--- src/ppd_consts.svh ---
// register indices, reset values and fixed codes of the parallel port dma channel
`ifndef PPD_CONSTS_SVH
`define PPD_CONSTS_SVH

// register indices; byte address on the bus is four times the index
`define PPD_IDX_ADDR 12'h000
`define PPD_IDX_COUNT 12'h001
`define PPD_IDX_STATUS 12'h008
`define PPD_IDX_SMASK 12'h00A
`define PPD_IDX_MODE 12'h00B
`define PPD_IDX_CLRBP 12'h00C
`define PPD_IDX_MCLR 12'h00D
`define PPD_IDX_CLRMASK 12'h00E
`define PPD_IDX_MASK 12'h00F
`define PPD_IDX_FIFOLIM 12'h010
`define PPD_IDX_IRQSTAT 12'h020
`define PPD_IDX_IRQMASK 12'h021
`define PPD_IDX_PAGELO 12'h087
`define PPD_IDX_PAGEHI 12'h487
`define PPD_IDX_HCOUNT 12'h401
`define PPD_IDX_INTLOG 12'h40A

// field positions
`define PPD_MODE_TYPE_LSB 2
`define PPD_SMASK_BIT 2
`define PPD_STAT_REQ_BIT 4

// reset values
`define PPD_RST_MASK 1'b1
`define PPD_RST_TC 1'b1
`define PPD_RST_TYPE 2'h1

// codes and fixed read values
`define PPD_TYPE_MEM2PORT 2'h1
`define PPD_CNT_TC 24'hFFFFFF
`define PPD_MASK_HIGH_BITS 3'h7
`define PPD_JUNK_BYTE 8'hA5
`define PPD_IRQ_TC 0
`define PPD_IRQ_BYTE 1
`define PPD_IRQ_NUM 2

`endif

--- src/ppd_pkg.sv ---
// types and shared helpers of the parallel port dma channel
package ppd_pkg;

  typedef logic [11:0] ppd_idx_t;

  typedef enum logic [1:0] {
    PPD_IDLE,
    PPD_FETCH,
    PPD_PUT
  } ppd_state_e;

  // replace the byte picked by the byte pointer in a 16-bit word
  function automatic logic [15:0] ppd_put_byte(input logic [15:0] v, input logic hi, input logic [7:0] b);
    logic [15:0] r;
    r = v;
    if (hi) begin
      r[15:8] = b;
    end else begin
      r[7:0] = b;
    end
    return r;
  endfunction : ppd_put_byte

  // pick the byte addressed by the byte pointer
  function automatic logic [7:0] ppd_get_byte(input logic [15:0] v, input logic hi);
    return hi ? v[15:8] : v[7:0];
  endfunction : ppd_get_byte

endpackage : ppd_pkg

--- src/ppd_regbus.sv ---
// avalon-mm slave front end with one wait cycle per access
`timescale 1ns/1ps
`include "ppd_consts.svh"
module ppd_regbus import ppd_pkg::*; (
  input wire logic clk,
  input wire logic rst_b,
  input wire logic [11:0] avs_address,
  input wire logic avs_read,
  input wire logic avs_write,
  input wire logic [31:0] avs_writedata,
  input wire logic [3:0] avs_byteenable,
  output logic [31:0] avs_readdata,
  output logic avs_readparity,
  output logic avs_waitrequest,
  input wire logic [7:0] rd_value,
  output logic wr_stb,
  output logic rd_stb,
  output ppd_idx_t idx,
  output logic [7:0] wdata
);
  logic ack;
  logic next_ack;
  logic [31:0] next_readdata;
  logic next_readparity;
  logic req;

  // handshake and access strobes; side effects happen on the accept edge
  assign req = avs_read | avs_write;
  assign avs_waitrequest = req & ~ack;
  assign wr_stb = avs_write & ack & avs_byteenable[0];
  assign rd_stb = avs_read & ack;
  assign idx = avs_address;
  assign wdata = avs_writedata[7:0];

  // capture read data in the wait cycle so it stands at the accept edge
  always_comb begin
    next_ack = req & ~ack;
    next_readdata = avs_readdata;
    next_readparity = avs_readparity;
    if (avs_read & ~ack) begin
      next_readdata = {24'h000000, rd_value};
      next_readparity = ^rd_value; // even parity, junk reads included
    end
  end

  always_ff @(posedge clk or negedge rst_b) begin
    if (!rst_b) begin
      ack <= 1'b0;
      avs_readdata <= 32'h00000000;
      avs_readparity <= 1'b0;
    end else begin
      ack <= next_ack;
      avs_readdata <= next_readdata;
      avs_readparity <= next_readparity;
    end
  end
endmodule : ppd_regbus

--- src/ppd_irq.sv ---
// sticky interrupt status with mask and one level output
`timescale 1ns/1ps
module ppd_irq #(
  parameter int NUM = 2
) (
  input wire logic clk,
  input wire logic rst_b,
  input wire logic [NUM-1:0] event_set,
  input wire logic wr_status,
  input wire logic wr_mask,
  input wire logic [NUM-1:0] wdata,
  output logic [NUM-1:0] status,
  output logic [NUM-1:0] mask,
  output logic irq
);
  logic [NUM-1:0] next_status;
  logic [NUM-1:0] next_mask;

  // write one to clear; a new event in the same cycle wins
  always_comb begin
    next_status = status;
    next_mask = mask;
    if (wr_status) begin
      next_status = status & ~wdata;
    end
    next_status = next_status | event_set;
    if (wr_mask) begin
      next_mask = wdata;
    end
  end

  always_ff @(posedge clk or negedge rst_b) begin
    if (!rst_b) begin
      status <= '0;
      mask <= '0;
    end else begin
      status <= next_status;
      mask <= next_mask;
    end
  end

  assign irq = |(status & mask);
endmodule : ppd_irq

--- src/ppd_channel.sv ---
// parallel port dma channel: registers, byte pointer and memory-to-port engine
`timescale 1ns/1ps
`include "ppd_consts.svh"
module ppd_channel import ppd_pkg::*; (
  input wire logic clk,
  input wire logic rst_b,
  input wire logic [11:0] avs_address,
  input wire logic avs_read,
  input wire logic avs_write,
  input wire logic [31:0] avs_writedata,
  input wire logic [3:0] avs_byteenable,
  output logic [31:0] avs_readdata,
  output logic avs_readparity,
  output logic avs_waitrequest,
  output logic mem_rd_req,
  output logic [31:0] mem_addr,
  input wire logic mem_rd_ack,
  input wire logic [7:0] mem_rd_data,
  input wire logic port_req,
  input wire logic port_dma_en,
  output logic [7:0] port_data,
  output logic port_data_valid,
  output logic dma_busy,
  output logic irq
);
  logic wr_stb;
  logic rd_stb;
  ppd_idx_t idx;
  logic [7:0] wd;
  logic [7:0] rd_value;

  // programming state
  logic [15:0] addr_lo;
  logic [7:0] page_lo;
  logic [7:0] page_hi;
  logic [15:0] cnt_lo;
  logic [7:0] cnt_hi;
  logic bp;
  logic chan_mask;
  logic [1:0] xfer_type;
  logic tc_flag;
  logic [15:0] next_addr_lo;
  logic [7:0] next_page_lo;
  logic [7:0] next_page_hi;
  logic [15:0] next_cnt_lo;
  logic [7:0] next_cnt_hi;
  logic next_bp;
  logic next_chan_mask;
  logic [1:0] next_xfer_type;
  logic next_tc_flag;

  // engine state
  ppd_state_e state;
  ppd_state_e next_state;
  logic [7:0] next_port_data;
  logic next_port_data_valid;

  // interrupt block
  logic [`PPD_IRQ_NUM-1:0] irq_events;
  logic [`PPD_IRQ_NUM-1:0] irq_status;
  logic [`PPD_IRQ_NUM-1:0] irq_mask;
  logic tc_event;

  logic [31:0] cur_addr;
  logic [31:0] inc_addr;
  logic [23:0] cur_cnt;
  logic [23:0] dec_cnt;
  logic xfer_on;
  logic start_ok;
  logic irq_stat_wr;
  logic irq_mask_wr;
  logic next_dma_busy;

  // true for the two ports reached through the byte pointer
  function automatic logic ptr_port(input ppd_idx_t i);
    return i == `PPD_IDX_ADDR || i == `PPD_IDX_COUNT;
  endfunction : ptr_port

  ppd_regbus u_regbus (
    .clk(clk),
    .rst_b(rst_b),
    .avs_address(avs_address),
    .avs_read(avs_read),
    .avs_write(avs_write),
    .avs_writedata(avs_writedata),
    .avs_byteenable(avs_byteenable),
    .avs_readdata(avs_readdata),
    .avs_readparity(avs_readparity),
    .avs_waitrequest(avs_waitrequest),
    .rd_value(rd_value),
    .wr_stb(wr_stb),
    .rd_stb(rd_stb),
    .idx(idx),
    .wdata(wd)
  );

  // write strobes of the two interrupt registers
  assign irq_stat_wr = wr_stb && idx == `PPD_IDX_IRQSTAT;
  assign irq_mask_wr = wr_stb && idx == `PPD_IDX_IRQMASK;

  ppd_irq #(
    .NUM(`PPD_IRQ_NUM)
  ) u_irq (
    .clk(clk),
    .rst_b(rst_b),
    .event_set(irq_events),
    .wr_status(irq_stat_wr),
    .wr_mask(irq_mask_wr),
    .wdata(wd[`PPD_IRQ_NUM-1:0]),
    .status(irq_status),
    .mask(irq_mask),
    .irq(irq)
  );

  // combined address and count views and their transfer steps
  assign cur_addr = {page_hi, page_lo, addr_lo};
  assign inc_addr = cur_addr + 32'h00000001;
  assign cur_cnt = {cnt_hi, cnt_lo};
  assign dec_cnt = cur_cnt - 24'h000001;
  assign xfer_on = !chan_mask && xfer_type == `PPD_TYPE_MEM2PORT;
  assign tc_event = (state == PPD_FETCH) && mem_rd_ack && dec_cnt == `PPD_CNT_TC;
  assign irq_events = {(state == PPD_PUT), tc_event};
  assign mem_addr = cur_addr;
  assign mem_rd_req = (state == PPD_FETCH);
  assign start_ok = xfer_on && port_dma_en && port_req;

  // read mux; unmapped and unimplemented locations give a junk byte
  always_comb begin
    if (idx == `PPD_IDX_ADDR) begin
      rd_value = ppd_get_byte(addr_lo, bp); // current address
    end else if (idx == `PPD_IDX_COUNT) begin
      rd_value = ppd_get_byte(cnt_lo, bp);
    end else if (idx == `PPD_IDX_PAGELO) begin
      rd_value = page_lo;
    end else if (idx == `PPD_IDX_PAGEHI) begin
      rd_value = page_hi;
    end else if (idx == `PPD_IDX_HCOUNT) begin
      rd_value = cnt_hi;
    end else if (idx == `PPD_IDX_STATUS) begin
      rd_value = {3'h0, port_req, 3'h0, tc_flag};
    end else if (idx == `PPD_IDX_MODE) begin
      rd_value = {4'h0, xfer_type, 1'b0, tc_flag};
    end else if (idx == `PPD_IDX_MASK) begin
      rd_value = {4'h0, `PPD_MASK_HIGH_BITS, chan_mask}; // channel zero alone
    end else if (idx == `PPD_IDX_IRQSTAT) begin
      rd_value = {6'h00, irq_status};
    end else if (idx == `PPD_IDX_IRQMASK) begin
      rd_value = {6'h00, irq_mask};
    end else begin
      rd_value = `PPD_JUNK_BYTE; // fifo limit lands here too
    end
  end

  // host register writes, then engine updates
  always_comb begin
    next_addr_lo = addr_lo;
    next_page_lo = page_lo;
    next_page_hi = page_hi;
    next_cnt_lo = cnt_lo;
    next_cnt_hi = cnt_hi;
    next_bp = bp;
    next_chan_mask = chan_mask;
    next_xfer_type = xfer_type;
    next_tc_flag = tc_flag;
    if (rd_stb && ptr_port(idx)) begin
      next_bp = ~bp;
    end
    if (wr_stb) begin
      if (idx == `PPD_IDX_ADDR) begin
        next_addr_lo = ppd_put_byte(addr_lo, bp, wd); // current address load, page bytes kept
        next_bp = ~bp;
      end else if (idx == `PPD_IDX_COUNT) begin
        next_cnt_lo = ppd_put_byte(cnt_lo, bp, wd);
        next_bp = ~bp;
      end else if (idx == `PPD_IDX_PAGELO) begin
        next_page_lo = wd;
      end else if (idx == `PPD_IDX_PAGEHI) begin
        next_page_hi = wd;
      end else if (idx == `PPD_IDX_HCOUNT) begin
        next_cnt_hi = wd;
      end else if (idx == `PPD_IDX_SMASK) begin
        if (wd[1:0] == 2'h0) begin
          next_chan_mask = wd[`PPD_SMASK_BIT];
        end
      end else if (idx == `PPD_IDX_MODE) begin
        if (wd[1:0] == 2'h0) begin
          next_xfer_type = wd[`PPD_MODE_TYPE_LSB +: 2];
        end
      end else if (idx == `PPD_IDX_CLRBP) begin
        next_bp = 1'b0;
      end else if (idx == `PPD_IDX_MCLR) begin
        next_bp = 1'b0;
        next_chan_mask = 1'b1;
        next_tc_flag = 1'b0;
      end else if (idx == `PPD_IDX_CLRMASK) begin
        next_chan_mask = 1'b0;
      end else if (idx == `PPD_IDX_MASK) begin
        next_chan_mask = wd[0];
      end
      if (next_chan_mask == 1'b0 && chan_mask == 1'b1) begin
        next_tc_flag = 1'b0; // unmasking arms a fresh transfer, no autoinit
      end
    end
    // a host write to address or count in an ack cycle is lost to the transfer
    // each fetched byte advances address and count
    if (state == PPD_FETCH && mem_rd_ack) begin
      next_addr_lo = inc_addr[15:0];
      next_page_lo = inc_addr[23:16];
      next_page_hi = inc_addr[31:24];
      next_cnt_lo = dec_cnt[15:0];
      next_cnt_hi = dec_cnt[23:16];
    end
    if (tc_event) begin
      next_tc_flag = 1'b1; // set wins over clear
      next_chan_mask = 1'b1; // channel stops until reprogrammed
    end
  end

  // engine: fetch a byte from memory, hand it to the port
  // a mask set during a fetch lets that byte finish; no new start follows
  always_comb begin
    next_state = state;
    next_port_data = port_data;
    next_port_data_valid = 1'b0;
    case (state)
      PPD_IDLE: begin
        if (start_ok) begin
          next_state = PPD_FETCH; // waits for port enable
        end
      end
      PPD_FETCH: begin
        if (mem_rd_ack) begin
          next_port_data = mem_rd_data; // memory read, port write
          next_port_data_valid = 1'b1;
          next_state = PPD_PUT;
        end
      end
      PPD_PUT: begin
        next_state = PPD_IDLE;
      end
      default: begin
        next_state = PPD_IDLE;
      end
    endcase
    // busy is registered so the pin does not glitch with the state decode
    next_dma_busy = (next_state != PPD_IDLE);
  end

  // programming registers
  always_ff @(posedge clk or negedge rst_b) begin
    if (!rst_b) begin
      addr_lo <= 16'h0000;
      page_lo <= 8'h00;
      page_hi <= 8'h00;
      cnt_lo <= 16'h0000;
      cnt_hi <= 8'h00;
      bp <= 1'b0;
      chan_mask <= `PPD_RST_MASK;
      xfer_type <= `PPD_RST_TYPE;
      tc_flag <= `PPD_RST_TC;
    end else begin
      addr_lo <= next_addr_lo;
      page_lo <= next_page_lo;
      page_hi <= next_page_hi;
      cnt_lo <= next_cnt_lo;
      cnt_hi <= next_cnt_hi;
      bp <= next_bp;
      chan_mask <= next_chan_mask;
      xfer_type <= next_xfer_type;
      tc_flag <= next_tc_flag;
    end
  end

  // engine registers
  always_ff @(posedge clk or negedge rst_b) begin
    if (!rst_b) begin
      state <= PPD_IDLE;
      port_data <= 8'h00;
      port_data_valid <= 1'b0;
      dma_busy <= 1'b0;
    end else begin
      state <= next_state;
      port_data <= next_port_data;
      port_data_valid <= next_port_data_valid;
      dma_busy <= next_dma_busy;
    end
  end
endmodule : ppd_channel

--- config.mk ---
export PLATFORM = sky130hd
export DESIGN_NAME = ppd_channel
export DESIGN_NICKNAME = d
export VERILOG_FILES = /design/src/ppd_pkg.sv /design/src/ppd_regbus.sv /design/src/ppd_irq.sv /design/src/ppd_channel.sv
export VERILOG_INCLUDE_DIRS = /design/src
export SDC_FILE = /design/constraint.sdc
export NUM_CORES = 1
export LEC_CHECK = 0
export ABC_AREA = 1
export BUFFER_PORTS_ARGS = -buffer_cell sky130_fd_sc_hd__buf_2
export CORE_UTILIZATION = 45
export CTS_CLUSTER_SIZE = 25
export DETAILED_ROUTE_END_ITERATION = 10
export PLACE_DENSITY = 0.75
export SYNTH_ARGS = -nofsm -noshare
export SYNTH_HDL_FRONTEND = slang
export SYNTH_SLANG_ARGS = --single-unit
export TNS_END_PERCENT = 5
--- constraint.sdc ---
create_clock -name clk -period 5.7 [get_ports clk]
set_input_delay 0.57 -clock clk [delete_from_list [all_inputs] [get_ports clk]]
set_output_delay 0.57 -clock clk [all_outputs]
set_load 0.03 [all_outputs]
==> flow_summary_export.csv, run 1 <==
group,metric,value,unit
cts,clock_tree.root_cell,"sky130_fd_sc_hd__clkbuf_16",
yosys,syn_inst,883,
floorplan,rows,42,
route,drt_first_iter_violations,506,
floorplan,floorplan.die.width,118.6,µm
status,status,"completed",
final_layout,filler_cell_count,1307,
floorplan,boundaryPins,141,
cts,post_cts_hold_buffers,0,
yosys,register_bit_total_from_synthesis,87,
final_layout,final_layout_size_suffix_gt1_share,16.99,%
yosys,avg_inst_size_synth,6.932,µm²
final_layout,layout.cell_area.non_filler,0.006957,mm²
cts,clk_pin_slew,0.07,ns
route,totalWireLength,17400,µm
timing,grt_setup_unrepaired,"no",
cts,tritoncts.num_buffers,9,
global_routing,grt_first_pass_wirelength,28350,µm
critical_path,cp-end-kind,"register",
route,vias,6172,
final_layout,flow.area_growth_from_synthesis,13.65,%
yosys,number_of_flops_mapped_to_enable_cells_by_yosys,0,
power,power_density,235.9,mW/mm²
timing,tns,0,ns
route,drt_first_pass_iters,5,
timing,timing_max_transition_violations_final,0,
timing,hold_viol_final,0,
critical_path,logic_depth_of_the_worst_register_to_register_path,8,
final_layout,diodes,0,
global_routing,globalRouteTotalUtil,25.81,%
critical_path,critical-path-top-delay-family,"simple AND/OR/NAND/NOR gates",
timing,max_freq,365.0,MHz
cts,tritoncts,"done",
final_layout,final_net_count,1031,
yosys,synth_area,0.006121,mm²
yosys,post_synth_main_area_contributors,"sky130_fd_sc_hd__dfrtp_1 (34%), sky130_fd_sc_hd__nand2_1 (14%), sky130_fd_sc_hd__o21ai_0 (6.3%)",
yosys,async_flop_share,100.0,%
place,dp_hpwl,12880,µm
critical_path,worstSetupPathType,"register to register",
critical_path,arrival,3.01,ns
place,gp_congestion,0.9542,
worst_hold_path,worstHoldPathType,"input pin to asynchronous set/reset pin",
yosys,post_synth_num_cell_types,44,
critical_path,cp_common_cell,"sky130_fd_sc_hd__nand3_1",
critical_path,crit_chain,"nor2_1, nand2_1, buf_4, inv_2, nand3_1, nor4_1, nand3_1, o211ai_1",
floorplan,fp.dieArea,0.01407,mm²
critical_path,critPathRequiredTime,5.97,ns
floorplan,initial_core_util,46.22,%
critical_path,cp_depth,8,
floorplan,fp.coreArea,0.01324,mm²
timing,setup_viol,0,
timing,transition_at_the_pin_with_the_smallest_max_transition_slack,0.9384,ns
cts,clkSinkCount,87,
critical_path,element_type_at_the_critical_path_start,"register",
place,detailed_place.area,0.006638,mm²
global_routing,grt_start_max_net_pins,57,
cts,post_cts_buffers,0,
yosys,synth_top_cell_area_share,34.34,%
critical_path,timing.critical_path.fanout_max,47,
final_layout,final_core_util,52.53,%
floorplan,die_height,118.6,µm
yosys,post-synth-top-count-cell,"sky130_fd_sc_hd__nand2_1",
critical_path,timing.critical_path.slowest_stage_cell,"sky130_fd_sc_hd__inv_2",
yosys,synth_sequential_area_ratio,35.63,%
cts,clock_tree.htree_level_count,3,
route,routedWlPerCell,15.17,µm
global_routing,gr-total-overflow,0,
timing,layout_worst_path_cycle_share,48.06,%
cts,clk_latency,0.35,ns
power,static_power_due_to_leakage,3.463,nW
timing,clock-skew-final,0.01120,ns
route,drtAntennaViolNets,0,
power,ir_worst_vdd,0.1409,mV
route,viasPerCell,5.381,
global_routing,first_global_vias,5554,
yosys,yosys_warnings,0,
critical_path,critPathMaxStageDelay,0.66,ns
cts,cts_resized,0,
route,drc,0,
timing,rel_slew_slack,37.02,%
yosys,top_cells_by_count_synth,"sky130_fd_sc_hd__nand2_1 (232), sky130_fd_sc_hd__inv_1 (92), sky130_fd_sc_hd__nor2_1 (88), sky130_fd_sc_hd__dfrtp_1 (84), sky130_fd_sc_hd__o21ai_0 (77)",
place,port-buffer-count,89,
timing,post-route-min-period,2.739,ns
global_routing,antenna_found_initial,0,
critical_path,worst-path-buf-inv,2,
job,cap_violations,0,
cts,ctsLongestPathBuffers,2,
yosys,synth_top_flop_cell,"sky130_fd_sc_hd__dfrtp_1",
yosys,yosysTopAreaCell,"sky130_fd_sc_hd__dfrtp_1",
area by class of cell:
cell class	count	area [µm²]	share of cell area (%)
Timing Repair Buffer	94	485.5	6.978
Sequential cell	87	2181	31.35
Tap cell	176	220.2	3.165
Inverter	104	395.4	5.683
Clock inverter	3	68.82	0.9892
Clock buffer	13	250.2	3.597
Multi-Input combinational cell	670	3356	48.24
layer usage:
metal / track usage (%) / vias to the layer above / share of wire, %
met5: 0 / - / 0
met4: 13.37 / 0 / 3.9
met3: 4.247 / 40 / 6.7
met2: 38.41 / 235 / 44
met1: 35.99 / 2851 / 45
li1: - / 3046 / -
flip-flops by register name (all words and copies together), names as in the netlist:
name	flops
cnt_hi	8
page_lo	8
u_irq.status	2
addr_lo	16
page_hi	8
u_regbus.avs_readparity	1
dma_busy	1
state	2
port_data_valid	1
chan_mask	1
bp	1
xfer_type	2
u_regbus.avs_readdata	8
cnt_lo	16
tc_flag	1
u_regbus.ack	1
u_irq.mask	2
port_data	8
power breakdown:
part           leakage, nW  switching, W  internal [W]
sequential            1.08     0.0000503      0.000658
clock                0.154      0.000256      0.000398
combinational         2.23      0.000204     0.0000758
total                 3.46      0.000510       0.00113
layout by cell type, fill, tap and decap left out, types with 4 or more instances in the layout:
cell,instances
sky130_fd_sc_hd__nand2_1,232
sky130_fd_sc_hd__inv_1,92
sky130_fd_sc_hd__nor2_1,88
sky130_fd_sc_hd__buf_2,88
sky130_fd_sc_hd__dfrtp_1,84
sky130_fd_sc_hd__o21ai_0,77
sky130_fd_sc_hd__nand3_1,46
sky130_fd_sc_hd__a21oi_1,25
sky130_fd_sc_hd__conb_1,24
sky130_fd_sc_hd__nand4_1,22
sky130_fd_sc_hd__xor2_1,21
sky130_fd_sc_hd__a31oi_1,21
sky130_fd_sc_hd__nor2_2,17
sky130_fd_sc_hd__o21ai_1,16
sky130_fd_sc_hd__nor3_1,11
sky130_fd_sc_hd__inv_2,9
sky130_fd_sc_hd__clkbuf_16,9
sky130_fd_sc_hd__o221ai_1,8
sky130_fd_sc_hd__nor4_1,7
sky130_fd_sc_hd__nand2_2,7
sky130_fd_sc_hd__a22oi_1,6
sky130_fd_sc_hd__buf_4,6
sky130_fd_sc_hd__xnor2_1,5
sky130_fd_sc_hd__a32oi_1,5
sky130_fd_sc_hd__nand2_4,4
sky130_fd_sc_hd__nor2_4,4
worst register-to-register path: stages (launching register included):
cell	delay, ns
sky130_fd_sc_hd__dfrtp_1	0.39
sky130_fd_sc_hd__nor2_1	0.16
sky130_fd_sc_hd__nand2_1	0.07
sky130_fd_sc_hd__buf_4	0.29
sky130_fd_sc_hd__inv_2	0.66
sky130_fd_sc_hd__nand3_1	0.22
sky130_fd_sc_hd__nor4_1	0.48
sky130_fd_sc_hd__nand3_1	0.23
sky130_fd_sc_hd__o211ai_1	0.16
logic make-up after synthesis:
group / count (synthesis) / synth area share, %
flip-flops: 87 / 35.63
XOR/XNOR: 26 / 3.720
adder cells (fa/ha/maj): 2 / 0.4088
AO/OA/AOI/OAI: 167 / 15.60
multiplexers: 4 / 0.7154
AND/OR/NAND/NOR: 447 / 32.91
buffers and inverters: 149 / 10.96
other: 1 / 0.06127
worst paths after layout:
path                                endpoint  slack (ns)            from
worst max-delay path               chan_mask        2.96        state[1]
worst min-delay path              page_hi[5]        0.15           rst_b
worst max register to register     chan_mask        2.96        state[1]
worst min register to register  port_data[1]        0.48    port_data[1]
max in group asynchronous         cnt_lo[12]        4.46           rst_b
min in group clk                port_data[0]        0.42  mem_rd_data[0]
stage by stage:
stage	setup WS [ns]	hold slack [ns]	power (W)	std cells
final	2.961	0.1491	0.001641	1147
after global routing	2.646	0.1816	0.001714	1147
after CTS	2.972	0.1629	0.001650	1147
after detailed placement	2.826	0.4639	0.0009959	1131
after global placement	2.873	0.4608	0.0009921	1131
after floorplan	3.452	0.2744	0.0009092	906
(Power assumes the default switching activity.)
==> inputs of run 2 (changes only) <==
--- a/config.mk
+++ b/config.mk
@@ -11,7 +11,7 @@
 export CORE_UTILIZATION = 45
 export CTS_CLUSTER_SIZE = 25
 export DETAILED_ROUTE_END_ITERATION = 10
-export PLACE_DENSITY = 0.75
+export PLACE_DENSITY = 0.77
 export SYNTH_ARGS = -nofsm -noshare
 export SYNTH_HDL_FRONTEND = slang
 export SYNTH_SLANG_ARGS = --single-unit
==> constraint.sdc (replaced) <==
create_clock -name clk -period 2.3 [get_ports clk]
set_input_delay 0.23 -clock clk [delete_from_list [all_inputs] [get_ports clk]]
set_output_delay 0.23 -clock clk [all_outputs]
set_load 0.03 [all_outputs]
==> run 2 against run 1 <==
  * Die area unchanged
  * Global-route usage up 0.93 points
  * Total power up 150%
  * Sequential share of layout area down 1.4 points
  * Fmax up 24%
  * Critical endpoint is now page_lo[6]
  * Largest cell class unchanged
==> flow_summary_export.csv, run 2 (synthesis results as in run 1) <==
group,metric,value,unit
cts,clock_tree.htree_level_count,3,
power,power_density,560.4,mW/mm²
final_layout,diodes,0,
timing,hold_viol_final,0,
critical_path,critPathMaxStageDelay,0.37,ns
timing,max_freq,452.6,MHz
floorplan,fp.coreArea,0.01324,mm²
floorplan,initial_core_util,46.22,%
critical_path,element_type_at_the_critical_path_start,"register",
place,port-buffer-count,89,
critical_path,cp-end-kind,"register",
final_layout,final_net_count,1061,
timing,post-route-min-period,2.210,ns
place,place.detailed.instances,1153,
cts,clk_latency,0.35,ns
cts,ctsLongestPathBuffers,2,
critical_path,critPathRequiredTime,2.54,ns
final_layout,area.sequential,0.002181,mm²
floorplan,boundaryPins,141,
global_routing,grt_start_max_net_pins,46,
critical_path,crit_chain,"ha_2, nand2_2, nor2_4, nand2_2, nor2_4, inv_2, nor2_4, nand4_1, nor2_2, inv_2, nor2_4, nand3_2, xnor2_1, a21oi_1, o21ai_1",
route,routedWlPerCell,15.61,µm
timing,clock-skew-final,0.01229,ns
critical_path,worstSetupPathType,"register to register",
cts,tritoncts,"done",
route,wl_met2,8211,µm
timing,rel_slew_slack,58.21,%
timing,layout_worst_path_cycle_share,96.07,%
route,drt_first_pass_iters,7,
final_layout,final_core_util,55.04,%
critical_path,cp_common_cell,"sky130_fd_sc_hd__nor2_4",
floorplan,floorplan.die.width,118.6,µm
cts,clkSinkCount,87,
final_layout,multiInputGateArea,0.003436,mm²
power,ir_worst_vdd,0.3060,mV
critical_path,timing.critical_path.slowest_stage_cell,"sky130_fd_sc_hd__dfrtp_1",
route,drt_first_iter_violations,586,
critical_path,timing.critical_path.fanout_max,4,
route,drtAntennaViolNets,0,
status,status,"completed",
critical_path,critical-path-top-delay-family,"simple AND/OR/NAND/NOR gates",
route,drc,0,
timing,grt_setup_unrepaired,"yes",
route,viasPerCell,5.396,
global_routing,first_global_vias,5712,
floorplan,fp.dieArea,0.01407,mm²
cts,clk_pin_slew,0.07,ns
global_routing,antenna_found_initial,0,
route,met3WireLength,1170,µm
power,static_power_due_to_leakage,3.617,nW
route,totalWireLength,18370,µm
timing,transition_at_the_pin_with_the_smallest_max_transition_slack,0.6227,ns
final_layout,layout.cells.non_filler,1177,
final_layout,flow.area_growth_from_synthesis,19.07,%
critical_path,arrival,2.45,ns
worst_hold_path,worstHoldPathType,"input pin to register",
place,gp_congestion,0.9349,
job,cap_violations,0,
timing,timing_max_transition_violations_final,0,
global_routing,gr-total-overflow,0,
final_layout,filler_cell_count,1315,
route,routed.top_layer,"met4",
route,routedLengthMet1,8325,µm
critical_path,worst-path-buf-inv,2,
final_layout,final_layout_size_suffix_gt1_share,21.18,%
global_routing,globalRouteTotalUtil,26.75,%
timing,setup_viol,0,
final_layout,most_used_cells_in_the_layout_excluding_fill_and_tap_cells,"sky130_fd_sc_hd__nand2_1 (230), sky130_fd_sc_hd__inv_1 (89), sky130_fd_sc_hd__buf_2 (88), sky130_fd_sc_hd__nor2_1 (85), sky130_fd_sc_hd__dfrtp_1 (84)",
route,vias,6351,
cts,clock_tree.root_cell,"sky130_fd_sc_hd__clkbuf_16",
cts,tritoncts.num_buffers,9,
place,dp_hpwl,13720,µm
global_routing,grt_first_pass_wirelength,29320,µm
floorplan,rows,42,
final_layout,layout.cells.most_common,"sky130_fd_sc_hd__nand2_1",
floorplan,die_height,118.6,µm
final_layout,biggestRegsByFlops,"addr_lo (16), cnt_lo (16)",
==> run 2: cell count changes in the layout (fill, tap and decap cells not counted), sizes merged <==
cell,before,now
inv,103,104
dlygate4sd3,0,1
clkbuf,13,12
bufinv,2,1
clkinvlp,0,1
buf,94,123
==> run 2: timing repair <==
item | CTS | global route
endpoints found under the hold margin | 33 | 0
buffers inserted | 0 | 7
endpoints found under the setup margin | 0 | 12
gates resized for setup | 0 | 22
hold buffers | 1 | 0
==> run 2: path summary, 6_finish.rpt <==
kind / to / cells after the start / slack [ns] / startpoint
setup reg to reg: page_lo[6] / 15 / 0.09 / addr_lo[0]
hold reg to reg: port_data[6] / 2 / 0.48 / port_data[6]
setup / recovery: page_lo[6] / 15 / 0.09 / addr_lo[0]
max in group asynchronous: xfer_type[0] / 3 / 1.25 / rst_b
min in group asynchronous: page_lo[7] / 2 / 0.39 / rst_b
hold / removal: port_data[5] / 3 / 0.08 / mem_rd_data[5]
==> run 2: worst reg2reg max path, cell delays in order (launching register included) <==
cell and delay (ns):
sky130_fd_sc_hd__dfrtp_1 0.37, sky130_fd_sc_hd__ha_2 0.20, sky130_fd_sc_hd__nand2_2 0.09, sky130_fd_sc_hd__nor2_4 0.13
sky130_fd_sc_hd__nand2_2 0.10, sky130_fd_sc_hd__nor2_4 0.10, sky130_fd_sc_hd__inv_2 0.05, sky130_fd_sc_hd__nor2_4 0.12
sky130_fd_sc_hd__nand4_1 0.14, sky130_fd_sc_hd__nor2_2 0.17, sky130_fd_sc_hd__inv_2 0.07, sky130_fd_sc_hd__nor2_4 0.10
sky130_fd_sc_hd__nand3_2 0.11, sky130_fd_sc_hd__xnor2_1 0.14, sky130_fd_sc_hd__a21oi_1 0.13, sky130_fd_sc_hd__o21ai_1 0.07
==> run 2: where the power goes <==
group | switching [W] | total (W) | internal (W)
clock | 0.000641 | 0.00157 | 0.000933
combinational | 0.000537 | 0.000761 | 0.000223
sequential | 0.000119 | 0.00175 | 0.00163
==> run 2: layout make-up <==
type,count,share of cell area [%]
Multi-Input combinational cell,670,47.14
Sequential cell,87,29.92
Timing Repair Buffer,124,10.13
Inverter,104,5.425
Clock buffer,12,3.657
Tap cell,176,3.021
Clock inverter,4,0.7039
==> run 2: routing by layer <==
| layer | track usage [%] | vias up |
|---|---|---|
| met1 | 37.15 | 2963 |
| met5 | 0 | - |
| met2 | 40.28 | 252 |
| met4 | 12.97 | 0 |
| li1 | - | 3093 |
| met3 | 4.537 | 43 |
==> run 2: stage by stage <==
step                total power [W]  TNS, ns  area (µm²)  hold slack (ns)  setup WS (ns)
floorplan                  0.002253        0        6207         -0.06559        0.05175
global placement           0.002496        0        6828           0.2329        0.06050
detailed placement         0.002506        0        6828           0.2326        0.05223
CTS                        0.004069        0        7156          0.07400        0.01396
global route               0.004258  -0.1134        7288          0.07410       -0.04772
finish                     0.004084        0        7288          0.07576        0.09031
